File: config.mk
export PLATFORM = sky130hd
export DESIGN_NAME = usart_sync_slave
export DESIGN_NICKNAME = d
export VERILOG_FILES = /design/src/rtl/usart_pkg.sv /design/src/rtl/link_if.sv /design/src/rtl/link_sync.sv /design/src/rtl/usart_sync_slave.sv
export SDC_FILE = /design/constraint.sdc
export NUM_CORES = 1
export LEC_CHECK = 0
export BUFFER_PORTS_ARGS = -buffer_cell sky130_fd_sc_hd__buf_2
export CAP_MARGIN = 30
export CORE_ASPECT_RATIO = 1.25
export CORE_MARGIN = 2
export CORE_UTILIZATION = 55
export CTS_CLUSTER_DIAMETER = 50
export DETAILED_ROUTE_END_ITERATION = 7
export PLACE_DENSITY_LB_ADDON = 0.15
export SKIP_CTS_REPAIR_TIMING = 1
export SLEW_MARGIN = 10
export SYNTH_ARGS = -nofsm -noshare
export SYNTH_HDL_FRONTEND = slang
export SYNTH_SLANG_ARGS = --single-unit
File: constraint.sdc
create_clock -name pclk -period 2.6 [get_ports pclk]
set_input_delay 0.52 -clock pclk [delete_from_list [all_inputs] [get_ports pclk]]
set_output_delay 0.52 -clock pclk [all_outputs]
set_load 0.05 [all_outputs]
File: src/rtl/usart_pkg.sv
package usart_pkg;
  // serial word geometry and apb address width
  localparam int DATA_BITS = 8;
  localparam int ADDR_WIDTH = 12;

  // register indices; byte address is four times the index, bank one sits above BANK1_BASE
  localparam logic [7:0] IDX_RX_STATUS = 8'h13;
  localparam logic [7:0] IDX_RX_DATA = 8'h14;
  localparam logic [7:0] IDX_TX_STATUS = 8'h15;
  localparam logic [7:0] IDX_TX_DATA = 8'h16;
  localparam logic [7:0] IDX_BIT_RATE = 8'h17;
  localparam logic [7:0] IDX_FLAGS = 8'h16;
  localparam logic [7:0] IDX_ENABLES = 8'h17;
  localparam logic [11:0] BANK1_BASE = 12'h100;

  // receive_status_control fields
  localparam int RX_PORT_ENABLE = 7;
  localparam int RX_NINE_BIT_MODE = 6;
  localparam int RX_SINGLE_ENABLE = 5;
  localparam int RX_CONT_ENABLE = 4;
  localparam int RX_FRAMING_ERROR = 2;
  localparam int RX_OVERRUN_ERROR = 1;
  localparam int RX_NINTH_BIT = 0;

  // transmit_status_control fields
  localparam int TX_CLOCK_SOURCE = 7;
  localparam int TX_NINE_BIT_MODE = 6;
  localparam int TX_ENABLE = 5;
  localparam int TX_SYNC_SELECT = 4;
  localparam int TX_SHIFT_EMPTY = 1;
  localparam int TX_NINTH_BIT = 0;

  // flag and enable fields
  localparam int FLAG_TX_EMPTY = 1;
  localparam int FLAG_RX_FULL = 0;

  // reset values and the fixed interrupt vector
  localparam logic [7:0] RX_STATUS_RESET = 8'h00;
  localparam logic [7:0] TX_STATUS_RESET = 8'h02;
  localparam logic [7:0] FLAGS_RESET = 8'h02;
  localparam logic [7:0] ENABLES_RESET = 8'h00;
  localparam logic [7:0] BIT_RATE_RESET = 8'h00;
  localparam logic [15:0] INTERRUPT_VECTOR = 16'h0020;

  typedef enum logic [2:0] {
    SEL_NONE, SEL_RX_STATUS, SEL_RX_DATA, SEL_TX_STATUS, SEL_TX_DATA, SEL_FLAGS, SEL_BIT_RATE, SEL_ENABLES
  } reg_sel_t;
endpackage

File: src/rtl/link_if.sv
`timescale 1ns/1ps
interface link_if;
  logic ck_rise;
  logic ck_fall;
  logic dt;
  modport source (output ck_rise, output ck_fall, output dt);
  modport sink (input ck_rise, input ck_fall, input dt);
endinterface

File: src/rtl/link_sync.sv
`timescale 1ns/1ps
module link_sync (
  // clock and reset
  input wire logic pclk,
  input wire logic presetn,
  // raw pins
  input wire logic ck_pin,
  input wire logic dt_pin,
  // synchronised events
  link_if.source link
);
  typedef struct packed {
    logic ck_meta;
    logic ck_sync;
    logic ck_prev;
    logic dt_meta;
    logic dt_sync;
  } sync_state_t;

  sync_state_t st;
  sync_state_t next_st;

  // only the second stage and later feed the edge detector
  always_comb begin
    next_st = st;
    next_st.ck_meta = ck_pin;
    next_st.ck_sync = st.ck_meta;
    next_st.ck_prev = st.ck_sync;
    next_st.dt_meta = dt_pin;
    next_st.dt_sync = st.dt_meta;
  end

  always_ff @(posedge pclk or negedge presetn) begin
    if (!presetn) begin
      st <= '0;
    end else begin
      st <= next_st;
    end
  end

  assign link.ck_rise = st.ck_sync & ~st.ck_prev;
  assign link.ck_fall = ~st.ck_sync & st.ck_prev;
  assign link.dt = st.dt_sync;
endmodule

File: src/rtl/usart_sync_slave.sv
`timescale 1ns/1ps
module usart_sync_slave (
  // apb slave
  input wire logic pclk,
  input wire logic presetn,
  input wire logic psel,
  input wire logic penable,
  input wire logic pwrite,
  input wire logic [usart_pkg::ADDR_WIDTH-1:0] paddr,
  input wire logic [31:0] pwdata,
  output logic [31:0] prdata,
  output logic pready,
  output logic pslverr,
  // non power-on reset (external pin or watchdog), synchronous level
  input wire logic warm_reset,
  // transmit_clock_pin
  input wire logic ck_in,
  output logic ck_out,
  output logic ck_oe,
  // receive_data_pin
  input wire logic dt_in,
  output logic dt_out,
  output logic dt_oe,
  // toward the core
  output logic wake_request,
  output logic [15:0] interrupt_vector
);
  import usart_pkg::*;

  typedef enum logic {TX_IDLE, TX_SHIFT} tx_state_t;

  typedef struct packed {
    logic [7:0] rx_ctrl;
    logic [7:0] tx_ctrl;
    logic [1:0] enables;
    logic [7:0] bit_rate;
    logic [7:0] tx_buf;
    logic tx_buf_full;
    tx_state_t tx_state;
    logic [8:0] transmit_shift_register;
    logic [3:0] tx_idx;
    logic dt_out;
    logic [8:0] receive_shift_register;
    logic [3:0] rx_cnt;
    logic overrun_error_flag;
    logic [1:0][8:0] fifo;
    logic rd_ptr;
    logic [1:0] fifo_cnt;
    logic [31:0] prdata;
    logic pslverr;
  } state_t;

  state_t st;
  state_t next_st;

  link_if link ();

  link_sync u_link_sync (
    .pclk(pclk),
    .presetn(presetn),
    .ck_pin(ck_in),
    .dt_pin(dt_in),
    .link(link)
  );

  function automatic reg_sel_t decode(input logic [ADDR_WIDTH-1:0] a);
    case (a)
      {2'b00, IDX_RX_STATUS, 2'b00}: decode = SEL_RX_STATUS;
      {2'b00, IDX_RX_DATA, 2'b00}: decode = SEL_RX_DATA;
      {2'b00, IDX_TX_STATUS, 2'b00}: decode = SEL_TX_STATUS;
      {2'b00, IDX_TX_DATA, 2'b00}: decode = SEL_TX_DATA;
      {2'b00, IDX_BIT_RATE, 2'b00}: decode = SEL_BIT_RATE;
      BANK1_BASE | {2'b00, IDX_FLAGS, 2'b00}: decode = SEL_FLAGS;
      BANK1_BASE | {2'b00, IDX_ENABLES, 2'b00}: decode = SEL_ENABLES;
      default: decode = SEL_NONE;
    endcase
  endfunction

  logic port_on;
  logic slave_sel;
  logic tx_go;
  logic rx_en;
  logic transmit_buffer_empty_flag;
  logic receive_buffer_full_flag;
  logic tx_load;
  logic rx_done;
  logic push;
  logic pop;
  logic [3:0] last_tx;
  logic [3:0] last_rx;
  logic [8:0] shifted;
  logic [8:0] word;
  reg_sel_t sel;

  // slave mode: sync selected and clock source cleared
  assign port_on = st.rx_ctrl[RX_PORT_ENABLE];
  assign slave_sel = port_on & st.tx_ctrl[TX_SYNC_SELECT] & ~st.tx_ctrl[TX_CLOCK_SOURCE];
  // continuous receive overrides transmission; single receive plays no part
  assign tx_go = slave_sel & st.tx_ctrl[TX_ENABLE] & ~st.rx_ctrl[RX_CONT_ENABLE];
  assign rx_en = slave_sel & st.rx_ctrl[RX_CONT_ENABLE];
  assign transmit_buffer_empty_flag = ~st.tx_buf_full;
  assign receive_buffer_full_flag = st.fifo_cnt != 2'h0;
  assign last_tx = st.tx_ctrl[TX_NINE_BIT_MODE] ? 4'h8 : 4'h7;
  assign last_rx = st.rx_ctrl[RX_NINE_BIT_MODE] ? 4'h8 : 4'h7;
  assign sel = decode(paddr);

  always_comb begin
    next_st = st;
    tx_load = 1'b0;
    rx_done = 1'b0;
    push = 1'b0;
    pop = 1'b0;
    shifted = {link.dt, st.receive_shift_register[8:1]};
    word = st.rx_ctrl[RX_NINE_BIT_MODE] ? shifted : {1'b0, shifted[8:1]};

    // transmitter; clearing enable or port aborts and resets it
    if (!st.tx_ctrl[TX_ENABLE] || !port_on) begin
      next_st.tx_state = TX_IDLE;
      next_st.dt_out = 1'b0;
    end else if (tx_go) begin
      case (st.tx_state)
        TX_IDLE: begin
          if (st.tx_buf_full) begin
            // ninth bit is taken as it stands right now
            next_st.transmit_shift_register = {st.tx_ctrl[TX_NINTH_BIT], st.tx_buf};
            next_st.tx_idx = 4'h0;
            next_st.dt_out = st.tx_buf[0];
            next_st.tx_buf_full = 1'b0;
            next_st.tx_state = TX_SHIFT;
            tx_load = 1'b1;
          end
        end
        TX_SHIFT: begin
          // master samples on the fall, so new data goes out on the rise
          if (link.ck_rise) begin
            next_st.dt_out = st.transmit_shift_register[st.tx_idx];
          end
          if (link.ck_fall) begin
            if (st.tx_idx == last_tx) begin
              next_st.tx_state = TX_IDLE;
            end else begin
              next_st.tx_idx = st.tx_idx + 4'h1;
            end
          end
        end
        default: next_st.tx_state = TX_IDLE;
      endcase
    end

    // receiver, lsb first, sampled on the falling shift clock edge
    if (!rx_en) begin
      next_st.rx_cnt = 4'h0;
      next_st.receive_shift_register = 9'h000;
    end else if (link.ck_fall) begin
      next_st.receive_shift_register = shifted;
      if (st.rx_cnt == last_rx) begin
        next_st.rx_cnt = 4'h0;
        rx_done = 1'b1;
      end else begin
        next_st.rx_cnt = st.rx_cnt + 4'h1;
      end
    end

    // a word completing into a full fifo is dropped and locks out transfers
    if (rx_done && !st.overrun_error_flag) begin
      if (st.fifo_cnt == 2'h2) begin
        next_st.overrun_error_flag = 1'b1;
      end else begin
        next_st.fifo[st.rd_ptr ^ st.fifo_cnt[0]] = word;
        push = 1'b1;
      end
    end
    if (!st.rx_ctrl[RX_CONT_ENABLE]) begin
      next_st.overrun_error_flag = 1'b0;
    end

    // apb read data is captured in the setup phase
    if (psel && !penable) begin
      next_st.pslverr = 1'b0;
      case (sel)
        SEL_RX_STATUS: next_st.prdata = {24'h000000, st.rx_ctrl[7:4], 1'b0, 1'b0, st.overrun_error_flag, st.fifo[st.rd_ptr][8]};
        SEL_RX_DATA: next_st.prdata = {24'h000000, st.fifo[st.rd_ptr][7:0]};
        SEL_TX_STATUS: next_st.prdata = {24'h000000, st.tx_ctrl[7:4], 2'b00, st.tx_state == TX_IDLE,
                                         st.tx_ctrl[TX_NINTH_BIT]};
        SEL_BIT_RATE: next_st.prdata = {24'h000000, st.bit_rate};
        SEL_FLAGS: next_st.prdata = {30'h00000000, transmit_buffer_empty_flag, receive_buffer_full_flag};
        SEL_ENABLES: next_st.prdata = {30'h00000000, st.enables};
        SEL_TX_DATA: next_st.prdata = 32'h00000000;
        default: begin
          next_st.prdata = 32'h00000000;
          next_st.pslverr = 1'b1;
        end
      endcase
    end

    // register effects land at the access edge
    if (psel && penable) begin
      if (pwrite) begin
        case (sel)
          SEL_RX_STATUS: next_st.rx_ctrl[7:4] = pwdata[7:4];
          SEL_TX_STATUS: begin
            next_st.tx_ctrl[7:4] = pwdata[7:4];
            next_st.tx_ctrl[TX_NINTH_BIT] = pwdata[TX_NINTH_BIT];
          end
          SEL_TX_DATA: begin
            // a write overlapping a load keeps the new word buffered
            next_st.tx_buf = pwdata[7:0];
            next_st.tx_buf_full = 1'b1;
          end
          SEL_BIT_RATE: next_st.bit_rate = pwdata[7:0];
          SEL_ENABLES: next_st.enables = pwdata[1:0];
          default: next_st.enables = st.enables;
        endcase
      end else if (sel == SEL_RX_DATA && receive_buffer_full_flag) begin
        pop = 1'b1;
        next_st.rd_ptr = ~st.rd_ptr;
      end
    end
    next_st.fifo_cnt = 2'(st.fifo_cnt + {1'b0, push} - {1'b0, pop});

    // warm reset: control to zero, received data and ninth bit kept
    if (warm_reset) begin
      next_st.rx_ctrl = RX_STATUS_RESET;
      next_st.tx_ctrl = TX_STATUS_RESET & 8'hF1;
      next_st.enables = ENABLES_RESET[1:0];
      next_st.tx_state = TX_IDLE;
      next_st.tx_buf_full = 1'b0;
      next_st.dt_out = 1'b0;
      next_st.rx_cnt = 4'h0;
      next_st.overrun_error_flag = 1'b0;
      next_st.fifo_cnt = 2'h0;
    end
  end

  always_ff @(posedge pclk or negedge presetn) begin
    if (!presetn) begin
      st <= '0;
      st.rx_ctrl <= RX_STATUS_RESET;
      st.tx_ctrl <= TX_STATUS_RESET & 8'hF1;
      st.enables <= ENABLES_RESET[1:0];
      st.bit_rate <= BIT_RATE_RESET;
      st.tx_state <= TX_IDLE;
    end else begin
      st <= next_st;
    end
  end

  // apb answers with no wait state
  assign pready = 1'b1;
  assign prdata = st.prdata;
  assign pslverr = st.pslverr;

  // the clock pin is never driven; the master owns it
  assign ck_out = 1'b0;
  assign ck_oe = 1'b0;
  assign dt_out = st.dt_out;
  assign dt_oe = tx_go;

  // wake does not depend on any core clock gating, so it works in sleep
  assign wake_request = (transmit_buffer_empty_flag & st.enables[FLAG_TX_EMPTY]) | (receive_buffer_full_flag & st.enables[FLAG_RX_FULL]);
  assign interrupt_vector = INTERRUPT_VECTOR;
endmodule

# Yosys cells after proc, flatten, opt, wreduce, memory -nomap -nowiden
# Cells that the tools add are included.
classes:
  magnitude_cmp: 4
  eq_ne: 26
  addsub: 4
  reduce_logical: 29
  n_mux: 59
  bitwise: 21
ops:
  columns: ["op", "n"]
  rows:
  - ["$eq A12 B7 Y1 const B", 5]
  - ["$mux W9", 6]
  - ["$pmux W8 S6", 1]
  - ["$mux W4", 11]
  - ["$mux W20", 2]
  - ["$mux W18", 2]
  - ["$mux W13", 2]
  - ["$eq A12 B9 Y1 const B", 2]
  - ["$mux W1", 21]
  - ["$pmux W3 S7", 1]
  - ["$reduce_and A3 Y1", 7]
  - ["$mux W19", 1]
  - ["$bwmux W18", 1]
  - ["$mux W16", 1]
  - ["$mux W15", 1]
  - ["$eq A3 B3 Y1 const B", 4]
  - ["$reduce_bool A2 Y1", 6]
  - ["$not A1 Y1", 10]
  - ["$pmux W5 S2", 1]
  - ["$and A1 B1 Y1", 9]
  - ["$demux W9 S1", 1]
  - ["$add A4 B1 Y4 const B", 2]
  - ["$eq A4 B4 Y1", 2]
  - ["$mux W8", 1]
  - ["28 further kinds", 43]
word_totals:
  out_inout_bits: 55
  ff_bits: 116

# Logic depth before layout (Yosys ltp)
# Gate-level depths: netlist of run 1.
logic_depth:
  depth_word: 11
  mapped_depth: 11
  depth_no_buf: 9

# By module
# From an unflattened synthesis of run 1, not the netlist that was laid out.
hier_totals:
  cells_unflattened: 432
  hier_area_um2: 4938.5
by_module_without_submodules:
  columns: ["module", "seq_area_each_um2", "instances", "cells_per_inst", "area_per_inst_um2"]
  rows:
  - ["usart_sync_slave", 2152.1, 1, 425, 4798.4]
  - ["link_sync", 125.1, 1, 7, 140.1]

# Least setup slack after synthesis of run 1
# OpenSTA, ideal clock, no wires.
synth_timing:
  kind: "input to register"
  start: "input paddr[0] (netlist name)"
  end: "register st[34] (netlist name)"
  setup_ps: 128
  path_slack_ps: 277
  arrival_time_ps: 2194
  path_stages: 9
  path_cell_list: "or4_4 nor3_1 and3_1 ha_1 inv_1 ha_1 xor2_1 xnor2_1 nor2_1"
synth_rtl:
  columns: ["item", "line_no", "rtl"]
  rows:
  - ["start: declaration", "usart_sync_slave.sv:9", "input wire logic [usart_pkg::ADDR_WIDTH-1:0] paddr,"]
  - ["end signal: assignment", "usart_sync_slave.sv:244", "st <= next_st;"]
  - ["end: declaration", "usart_sync_slave.sv:53", "state_t st;"]

# Final worst setup path of run 1
layout_timing:
  start: "register st[109] (netlist name)"
  end: "output dt_oe"
layout_via:
  elab_chain_cells: 4
layout_rtl:
  columns: ["item", "line_no", "rtl"]
  rows:
  - ["$not A1 Y1", "usart_sync_slave.sv:97", "assign slave_sel = port_on & st.tx_ctrl[TX_SYNC_SELECT] & ~st.tx_ctrl[TX_CLOCK_SOURCE];"]
  - ["$and A1 B1 Y1", "usart_sync_slave.sv:97", null]
  - ["$and A1 B1 Y1 (2 in a row)", "usart_sync_slave.sv:99", "assign tx_go = slave_sel & st.tx_ctrl[TX_ENABLE] & ~st.rx_ctrl[RX_CONT_ENABLE];"]
  - ["end: declaration", "usart_sync_slave.sv:23", "output logic dt_oe,"]
# No other way between the ends.

==> impl_metrics.yaml, run 1 <==
outcome:
  status: "finished clean"
critical_path:
  critPathLaunchType: "flip-flop"
  max_stage_delay_ns: 0.43
  end_kind: "primary output"
  crit_arrival_ns: 1.65
  crit_chain: "and4bb_2, and2_1, buf_2"
  worstSetupPathType: "flip-flop to primary output"
  crit_slowest_cell: "dfrtp_1"
  cp_max_fo: 7
  crit_required_ns: 2.08
global_routing:
  grt_util_all_layers_pct: 22.1
  overflow: 0
  grt_pass1_vias: 3285
  antenna_found_initial: 0
  grt_max_degree: 59
  grt_pass1_wl_um: 16000
power_and_ir_drop:
  power_leakage_nw: 2.51
  cellPowerDensity_nw_per_um2: 499
  ir_worst_vdd_v: 0.000307
routing:
  drt_iter0_markers: 207
  met1Wirelength_um: 4200
  vias: 3431
  wirelength_um: 10100
  vias_per_cell: 5.51
  drtPass1Iterations: 4
  drt.antenna.violating_nets: 0
  maxUsedRoutingLayer: "met4"
  route.met3.wl_um: 405
  post_drt_wl_per_cell_um: 16.2
  drc: 0
  wl_met2_um: 5210
synthesis:
  synthCells: 462
  yosys_warnings: 0
  yosysTopAreaCell: "dfrtp_1"
  ys.flop_type: "dfrtp_1"
  synth-async-reset-ratio_pct: 100
  synth_cell_types: 56
  synth.avg_cell_area_um2: 10.7
  synthTopCellsByArea: "dfrtp_1, mux2_2, buf_4"
  synth-edff-count: 0
  synth_top_area_share_pct: 46.2
  syn_area_um2: 4920
  synth_seq_cells: 91
  ys_seq_area_share_pct: 46.2
cts:
  h-tree-depth: 3
  insertion_delay_ns: 0.37
  cts_inserted_buffers: 9
  clock-sinks: 91
  clkSlewWorstSetupHoldPaths_ns: 0.09
  cts_buffer_depth: 2
  clockRootBuffer: "clkbuf_8"
  cts_tree: "built"
finish:
  final_nets: 554
  fin_cells: 623
  antenna_cells: 0
  area_growth_pct: 7.27
  drive_gt1_share_pct: 25.8
  finish.utilization_pct: 60.7
placed_design:
  io_buffers: 39
  gp_congestion: 0.813
  dp.cells: 607
  hpwlAfterDp_um: 7710
floorplan:
  start_util_pct: 56.6
  core_area_um2: 8700
  rows: 38
  ios: 107
  die_h_um: 110
  die_area_um2: 9730
  die_w_um: 88.6
sta:
  slew_headroom_pct: 57.5
  max_freq_mhz: 460
  timing_max_transition_violations_final: 0
  finalHoldViolations: 0
  rsz0062_at_grt: "no"
  min_period_ns: 2.17
  skew_ns: 0.0117
  finalSetupViolations: 0
  period_share_pct: 83.6
  tightest_slew_ns: 0.636
  final.setup.tns_ns: 0
worst_hold_path:
  hp-class: "input port to async pin"
job:
  cap_violations: 0
==> through the flow <==
| stage | hold WS [ns] | instance area, um^2 | setup WS [ns] | power (mW) |
|---|---|---|---|---|
| 2_1_floorplan | 0.224 | 5080 | 0.277 | 1.68 |
| 3_3_place_gp | 0.337 | 5090 | 0.0857 | 1.70 |
| 3_5_place_dp | 0.335 | 5090 | 0.0648 | 1.70 |
| 4_1_cts | 0.0900 | 5280 | 0.409 | 2.66 |
| 5_1_grt | 0.116 | 5280 | 0.332 | 2.73 |
| 6_report | 0.0800 | 5280 | 0.426 | 2.64 |
==> per-layer routing <==
layer  up-vias  GRT usage, %
li1       1614             -
met5         -             0
met2        90          38.0
met3        22          4.50
met1      1705          26.8
met4         0          8.98
==> area by class of cell <==
type                    instances  area (um^2)
inverters                      11         41.3
multi-input cells             332         2300
fillers                       749         3420
clock inverters                 4         50.0
well taps                     120          150
repair buffers                 53          315
clock buffers                  12          145
flip-flops and latches         91         2280
==> cells by family (layout without fill, tap and decap cells) <==
kind of cell / after synthesis / in the layout / share of synthesized area, %
adders and majority gates: 4 / 4 / 1.02
muxes: 79 / 79 / 17.7
other: 2 / 43 / 0.152
xor gates and xnor gates: 5 / 5 / 0.889
DFF: 91 / 91 / 46.2
AOI/OAI and AO/OA: 63 / 63 / 7.83
buffers and inverters: 80 / 80 / 10.1
and+or+nand+nor: 138 / 138 / 16.1
==> synthesized netlist by cell type, types with 2 or more instances <==
| library cell | n |
|---|---|
| a211oi_1 | 8 |
| nor3_1 | 11 |
| inv_1 | 11 |
| dfrtp_1 | 91 |
| nor2b_1 | 7 |
| or3_1 | 3 |
| nand4_1 | 4 |
| ha_1 | 4 |
| nor4_1 | 7 |
| and2_1 | 4 |
| a31oi_1 | 2 |
| mux2_2 | 53 |
| xnor2_1 | 2 |
| nand2b_1 | 18 |
| o211ai_1 | 4 |
| nor3b_1 | 2 |
| nand3_1 | 9 |
| nand4b_1 | 2 |
| and3_1 | 5 |
| o21ai_0 | 19 |
| nand4bb_1 | 2 |
| nand2_1 | 38 |
| and3b_1 | 2 |
| xor2_1 | 3 |
| conb_1 | 2 |
| nor2_1 | 11 |
| a21oi_1 | 18 |
| buf_4 | 52 |
| mux2i_1 | 25 |
| or3b_2 | 2 |
| a22oi_1 | 2 |
| clkbuf_1 | 14 |
| and4_1 | 2 |
==> final timing paths <==
check | startpoint | to | slack [ns] | cells after the start
max | st[109] | dt_oe | 0.43 | 3
min | presetn | u_link_sync.next_st[2] | 0.08 | 1
max reg2reg | st[55] | st[34] | 0.53 | 9
min reg2reg | u_link_sync.next_st[3] | u_link_sync.next_st[2] | 0.35 | 0
max in group asynchronous | presetn | st[55] | 1.87 | 2
min in group pclk | ck_in | u_link_sync.next_st[3] | 0.25 | 1
==> cell usage in the layout, fill, tap and decap left out, drive strengths merged, types with 2 or more instances in the layout <==
cell type   n
nor3       11
buf        53
and4        2
nand3b      2
nand4       4
nand4b      2
clkinvlp    2
clkbuf     12
mux2       53
nand4bb     2
a21oi      18
nor4        7
mux2i      25
dfrtp      91
a31oi       2
or3b        2
nor2b       7
or4         2
nand2      39
nor2       11
o211ai      4
a211oi      8
and3        5
conb       43
xor2        3
a22oi       2
ha          4
xnor2       2
o21ai      19
and3b       2
nor3b       2
nand3       9
inv        11
or3         3
and2        5
nand2b     18
==> critical path: cells and delay by family, from the launching register on <==
kind	cells	cell delay, ns
and+or+nand+nor	2	0.58
DFF	1	0.43
buffers and inverters	1	0.27
==> report_power, final <==
group	leakage (nW)	internal [mW]	switching [mW]	total, mW
logic	1.16	0.0384	0.213	0.252
registers	1.26	1.42	0.00313	1.42
clock network	0.0926	0.470	0.493	0.963
total	2.51	1.93	0.710	2.64
Note: power is estimated with default switching activity, not from simulation.
==> run 2, diff against run 1 <==
Settings changed: ABC_AREA set to 1, CORE_UTILIZATION 55 to 50.
Clock period 2.6 ns to 1.8 ns, I/O delays scaled along.
==> impl_metrics.yaml, run 2 <==
critical_path:
  crit_arrival_ns: 1.39
  critPathTopFamily: "flip-flops"
  rrSetupSlack_ns: 0.08
  worstSetupPathType: "flip-flop to primary output"
  crit_required_ns: 1.44
  r2r-end: "st[34]"
  end_kind: "primary output"
  critPathLaunchType: "flip-flop"
  max_stage_delay_ns: 0.42
  ff2ff_path_depth: 9
  crit_slowest_cell: "dfrtp_1"
  worst-path-buf-inv: 3
  r2r-start: "st[57]"
  crit_chain: "nor2_4, buf_6, nand3_2, inv_2, buf_8"
  cp_max_fo: 3
global_routing:
  antenna_found_initial: 0
  grt_util_all_layers_pct: 21.3
  overflow: 0
  grt_pass1_wl_um: 17900
  grt_pass1_vias: 3928
  grt_max_degree: 55
floorplan:
  die_area_um2: 10700
  die_h_um: 115
  core_area_um2: 9610
  die_w_um: 92.8
  start_util_pct: 51.3
  ios: 107
  rows: 40
sta:
  min_period_ns: 1.75
  timing_max_transition_violations_final: 0
  period_share_pct: 97.3
  final.setup.tns_ns: 0
  max_freq_mhz: 571
  skew_ns: 0.00635
  hold_slack_ns: -0.0186
  tightest_slew_ns: 0.488
  setup_slack_ns: 0.0486
  finalHoldViolations: 13
  slew_headroom_pct: 67.1
  rsz0062_at_grt: "yes"
  finalSetupViolations: 0
cts:
  cts_inserted_buffers: 9
  insertion_delay_ns: 0.34
  h-tree-depth: 3
  clockRootBuffer: "clkbuf_16"
  clock-sinks: 91
  cts_buffer_depth: 2
  cts_tree: "built"
  clkSlewWorstSetupHoldPaths_ns: 0.07
placed_design:
  gp_congestion: 0.978
  io_buffers: 39
  hpwlAfterDp_um: 8240
  dp_slack_ns: -0.238
  dp.cells: 802
synthesis:
  yosys_warnings: 0
  ys_top_cells_by_count: "nand2_1, dfrtp_1, inv_1"
  synth.avg_cell_area_um2: 7.99
  synth_seq_cells: 91
  synthTopCellsByArea: "dfrtp_1, nand2_1, buf_4"
  ys.flop_type: "dfrtp_1"
  syn_area_um2: 4930
  synthCells: 617
  synth_top_area_share_pct: 46.2
  yosysTopAreaCell: "dfrtp_1"
  synth_most_common_cell: "nand2_1"
  synth-edff-count: 0
  synth_cell_types: 38
  ys_seq_area_share_pct: 46.2
  synth-async-reset-ratio_pct: 100
finish:
  drive_gt1_share_pct: 21.3
  fin_cells: 824
  final_common_cell: "nand2_1"
  antenna_cells: 0
  layout_common_cells: "nand2_1, dfrtp_1, o21ai_0"
  final_nets: 749
  fillCellCount: 865
  area_growth_pct: 17.8
power_and_ir_drop:
  ir_worst_vdd_v: 0.000568
  cellPowerDensity_nw_per_um2: 760
  combPwrFrac_pct: 10.7
  p_int_mw: 3.17
  p_sw_share_pct: 28.2
  power.net_switching_mw: 1.25
  seqPwrFrac_pct: 47.3
  power.share.clock_pct: 42.0
  power_leakage_nw: 2.99
outcome:
  status: "complete, but fails checks"
  failed_checks: "hold timing"
routing:
  vias_per_cell: 4.91
  drt_iter0_markers: 182
  post_drt_wl_per_cell_um: 13.3
  drt.antenna.violating_nets: 0
  vias: 4044
  drc: 0
  drtPass1Iterations: 4
  wirelength_um: 11000
worst_hold_path:
  hp-class: "input port to async pin"
job:
  cap_violations: 0
==> run 2: worst max path at each step <==
stage                          from  cells past startpoint      to  slack, ns
after floorplan            paddr[5]                     12  st[34]      -0.01
after global placement    paddr[11]                     13  st[34]      -0.18
after detailed placement  paddr[11]                     13  st[34]      -0.24
after CTS                   st[109]                      5   dt_oe      -0.14
after global routing         st[57]                      9  st[34]      -0.04
final                       st[109]                      5   dt_oe       0.05
==> run 2: logic make-up after synthesis <==
| group | after synthesis | share of synthesized area (%) |
|---|---|---|
| xor+xnor | 6 | 1.07 |
| simple gates | 286 | 25.3 |
| mux | 8 | 1.62 |
| buf+inv | 128 | 14.3 |
| flops | 91 | 46.2 |
| fa+ha+maj | 4 | 1.02 |
| compound gates | 92 | 10.3 |
| other cells | 2 | 0.152 |
==> run 2: layout make-up <==
| class | count | area, um^2 | area share, % |
|---|---|---|---|
| flip-flops and latches | 91 | 2280 | 39.3 |
| multi-input cells | 439 | 2200 | 37.9 |
| repair buffers | 89 | 633 | 10.9 |
| inverters | 63 | 241 | 4.16 |
| clock buffers | 10 | 239 | 4.11 |
| well taps | 126 | 158 | 2.71 |
| clock inverters | 6 | 56.3 | 0.969 |
==> run 2: power groups by stage <==
stage / registers [mW] / logic (mW) / clock network (mW)
4_1_cts: 2.09 / 0.464 / 1.88
3_5_place_dp: 2.13 / 0.462 / 0
6_report: 2.09 / 0.472 / 1.85
5_1_grt: 2.09 / 0.510 / 1.97
3_3_place_gp: 2.13 / 0.458 / 0
2_1_floorplan: 2.13 / 0.372 / 0
==> run 2: per-stage QoR <==
| stage | power [mW] | utilization [%] | cell area [um^2] |
|---|---|---|---|
| after detailed placement | 2.59 | 55.9 | 5370 |
| after CTS | 4.43 | 59.0 | 5670 |
| after global routing | 4.57 | 60.4 | 5810 |
| final | 4.41 | 60.4 | 5810 |
| after global placement | 2.58 | 55.9 | 5370 |
| after floorplan | 2.50 | - | 5120 |
==> run 2: per-layer routing <==
layer,up-vias,wire (um),track usage (%)
met5,-,0,0
met3,19,304,2.82
met4,0,233,7.94
li1,2042,-,-
met1,1917,4380,24.6
met2,66,6030,40.0
==> run 3, diff against run 2 <==
Settings changed: SYNTH_HIERARCHICAL set to 1.
==> impl_metrics.yaml, run 3 <==
outcome:
  status: "complete, but fails checks"
  failed_checks: "setup timing"
critical_path:
  ff2ff_path_depth: 10
  cp_max_fo: 3
  crit_slowest_cell: "dfrtp_1"
  worstSetupStartpoint: "st[109]"
  critPathTopFamily: "buffers and inverters"
  crit_end: "dt_oe"
  r2r-start: "u_link_sync/next_st[2]"
  r2r-end: "st[34]"
  rrSetupSlack_ns: 0.01
  max_stage_delay_ns: 0.39
  critPathLaunchType: "flip-flop"
  worstSetupPathType: "flip-flop to primary output"
  critical_path_cell_count: 5
  crit_chain: "inv_2, nand3_4, buf_4, nor3_4, buf_6"
  crit_arrival_ns: 1.45
  crit_required_ns: 1.44
  end_kind: "primary output"
  worst-path-buf-inv: 3
finish:
  final_nets: 756
  area_growth_pct: 15.4
  final_common_cell: "nand2_1"
  drive_gt1_share_pct: 16.6
  fin_cells: 829
  layout_common_cells: "nand2_1, dfrtp_1, nand3_1"
  antenna_cells: 0
routing:
  drt.antenna.violating_nets: 0
  vias_per_cell: 4.88
  wirelength_um: 11200
  drc: 0
  drtPass1Iterations: 4
  vias: 4046
  post_drt_wl_per_cell_um: 13.5
  drt_iter0_markers: 223
power_and_ir_drop:
  power_leakage_nw: 2.91
  ir_worst_vdd_v: 0.000542
  cellPowerDensity_nw_per_um2: 807
job:
  cap_violations: 0
synthesis:
  yosysTopAreaCell: "dfrtp_1"
  synth_most_common_cell: "nand2_1"
  synthCells: 634
  syn_area_um2: 4940
  synthTopCellsByArea: "dfrtp_1, nand2_1, buf_4"
  synth_seq_cells: 91
  ys.flop_type: "dfrtp_1"
  yosys_warnings: 6
  synth.avg_cell_area_um2: 7.79
  synth-edff-count: 0
  synth_cell_types: 36
  synth_top_area_share_pct: 46.1
  synth-async-reset-ratio_pct: 100
  ys_top_cells_by_count: "nand2_1, dfrtp_1, inv_1"
  ys_seq_area_share_pct: 46.1
global_routing:
  antenna_found_initial: 0
  grt_max_degree: 55
  grt_pass1_vias: 3917
  overflow: 0
  grt_util_all_layers_pct: 22.4
  grt_pass1_wl_um: 18700
placed_design:
  gp_congestion: 0.838
  dp_slack_ns: -0.228
  hpwlAfterDp_um: 8560
  dp.cells: 813
  io_buffers: 39
cts:
  clockRootBuffer: "clkbuf_16"
  clock-sinks: 91
  insertion_delay_ns: 0.34
  cts_tree: "built"
  clkSlewWorstSetupHoldPaths_ns: 0.06
  cts_inserted_buffers: 9
  cts_buffer_depth: 2
  h-tree-depth: 3
sta:
  min_period_ns: 1.81
  setup_slack_ns: -0.00957
  max_freq_mhz: 553
  period_share_pct: 101
  hold_slack_ns: 0.127
  finalHoldViolations: 0
  finalSetupViolations: 1
  timing_max_transition_violations_final: 0
  skew_ns: 0.00519
  rsz0062_at_grt: "yes"
floorplan:
  ios: 107
  start_util_pct: 51.4
  die_h_um: 115
  core_area_um2: 9610
  rows: 40
  die_w_um: 92.9
  die_area_um2: 10700
worst_hold_path:
  hp-class: "input port to flip-flop"
==> run 3: changes by cell type in the layout (fill, tap and decap cells not counted), moves of 3 or more <==
| cell | previous run | this run |
|---|---|---|
| o21ai_2 | 9 | 0 |
| nand3b_1 | 0 | 3 |
| nand4_1 | 9 | 3 |
| mux2i_1 | 8 | 3 |
| o21ai_1 | 3 | 37 |
| inv_1 | 53 | 60 |
| nand3_1 | 41 | 63 |
| o21ai_0 | 56 | 41 |
| nand3_2 | 4 | 0 |
| buf_4 | 48 | 40 |
| a21oi_1 | 19 | 16 |
==> run 3: through the flow <==
stage | setup TNS (ns) | utilization (%) | cell area (um^2) | power [mW]
2_1_floorplan | -0.0755 | - | 5140 | 2.54
3_3_place_gp | -0.249 | 55.6 | 5340 | 2.62
3_5_place_dp | -0.404 | 55.6 | 5340 | 2.63
4_1_cts | -0.195 | 58.9 | 5660 | 4.63
5_1_grt | -0.222 | 59.3 | 5700 | 4.77
6_report | -0.00957 | 59.3 | 5700 | 4.60
==> run 3: worst min-delay path by stage <==
| stage | startpoint | endpoint | depth (start not counted) |
|---|---|---|---|
| final | dt_in | u_link_sync/next_st[0] | 1 |
| after global routing | dt_in | u_link_sync/next_st[0] | 1 |
| after CTS | presetn | st[85] | 1 |
| after detailed placement | presetn | st[74] | 1 |
| after global placement | presetn | st[74] | 1 |
| after floorplan | presetn | async pin | 0 |
==> run 3: power by group <==
group | internal [mW] | switching [mW]
clock network | 1.24 | 0.761
logic | 0.106 | 0.390
registers | 2.07 | 0.0262
total | 3.42 | 1.18
==> run 3: routing by layer <==
metal	global-route usage (%)	part of all wire [%]
met5	0	0
met4	8.53	2.0
met3	3.28	2.8
met2	40.5	53
met1	27.1	42
==> run 3: kinds of logic after synthesis <==
family                     Yosys count  share of synthesized area [%]
adders and majority gates            4                           1.01
AOI/OAI and AO/OA                   99                           10.3
other                                2                          0.152
DFF                                 91                           46.1
xor gates and xnor gates             4                          0.710
buffers and inverters              136                           14.7
muxes                                3                          0.608
and+or+nand+nor                    295                           26.5
==> run 3: layout make-up <==
| type | count | area [um^2] |
|---|---|---|
| clock buffers | 10 | 239 |
| well taps | 126 | 158 |
| inverters | 70 | 268 |
| fillers | 893 | 3910 |
| repair buffers | 80 | 542 |
| flip-flops and latches | 91 | 2280 |
| multi-input cells | 448 | 2140 |
| clock inverters | 4 | 76.3 |
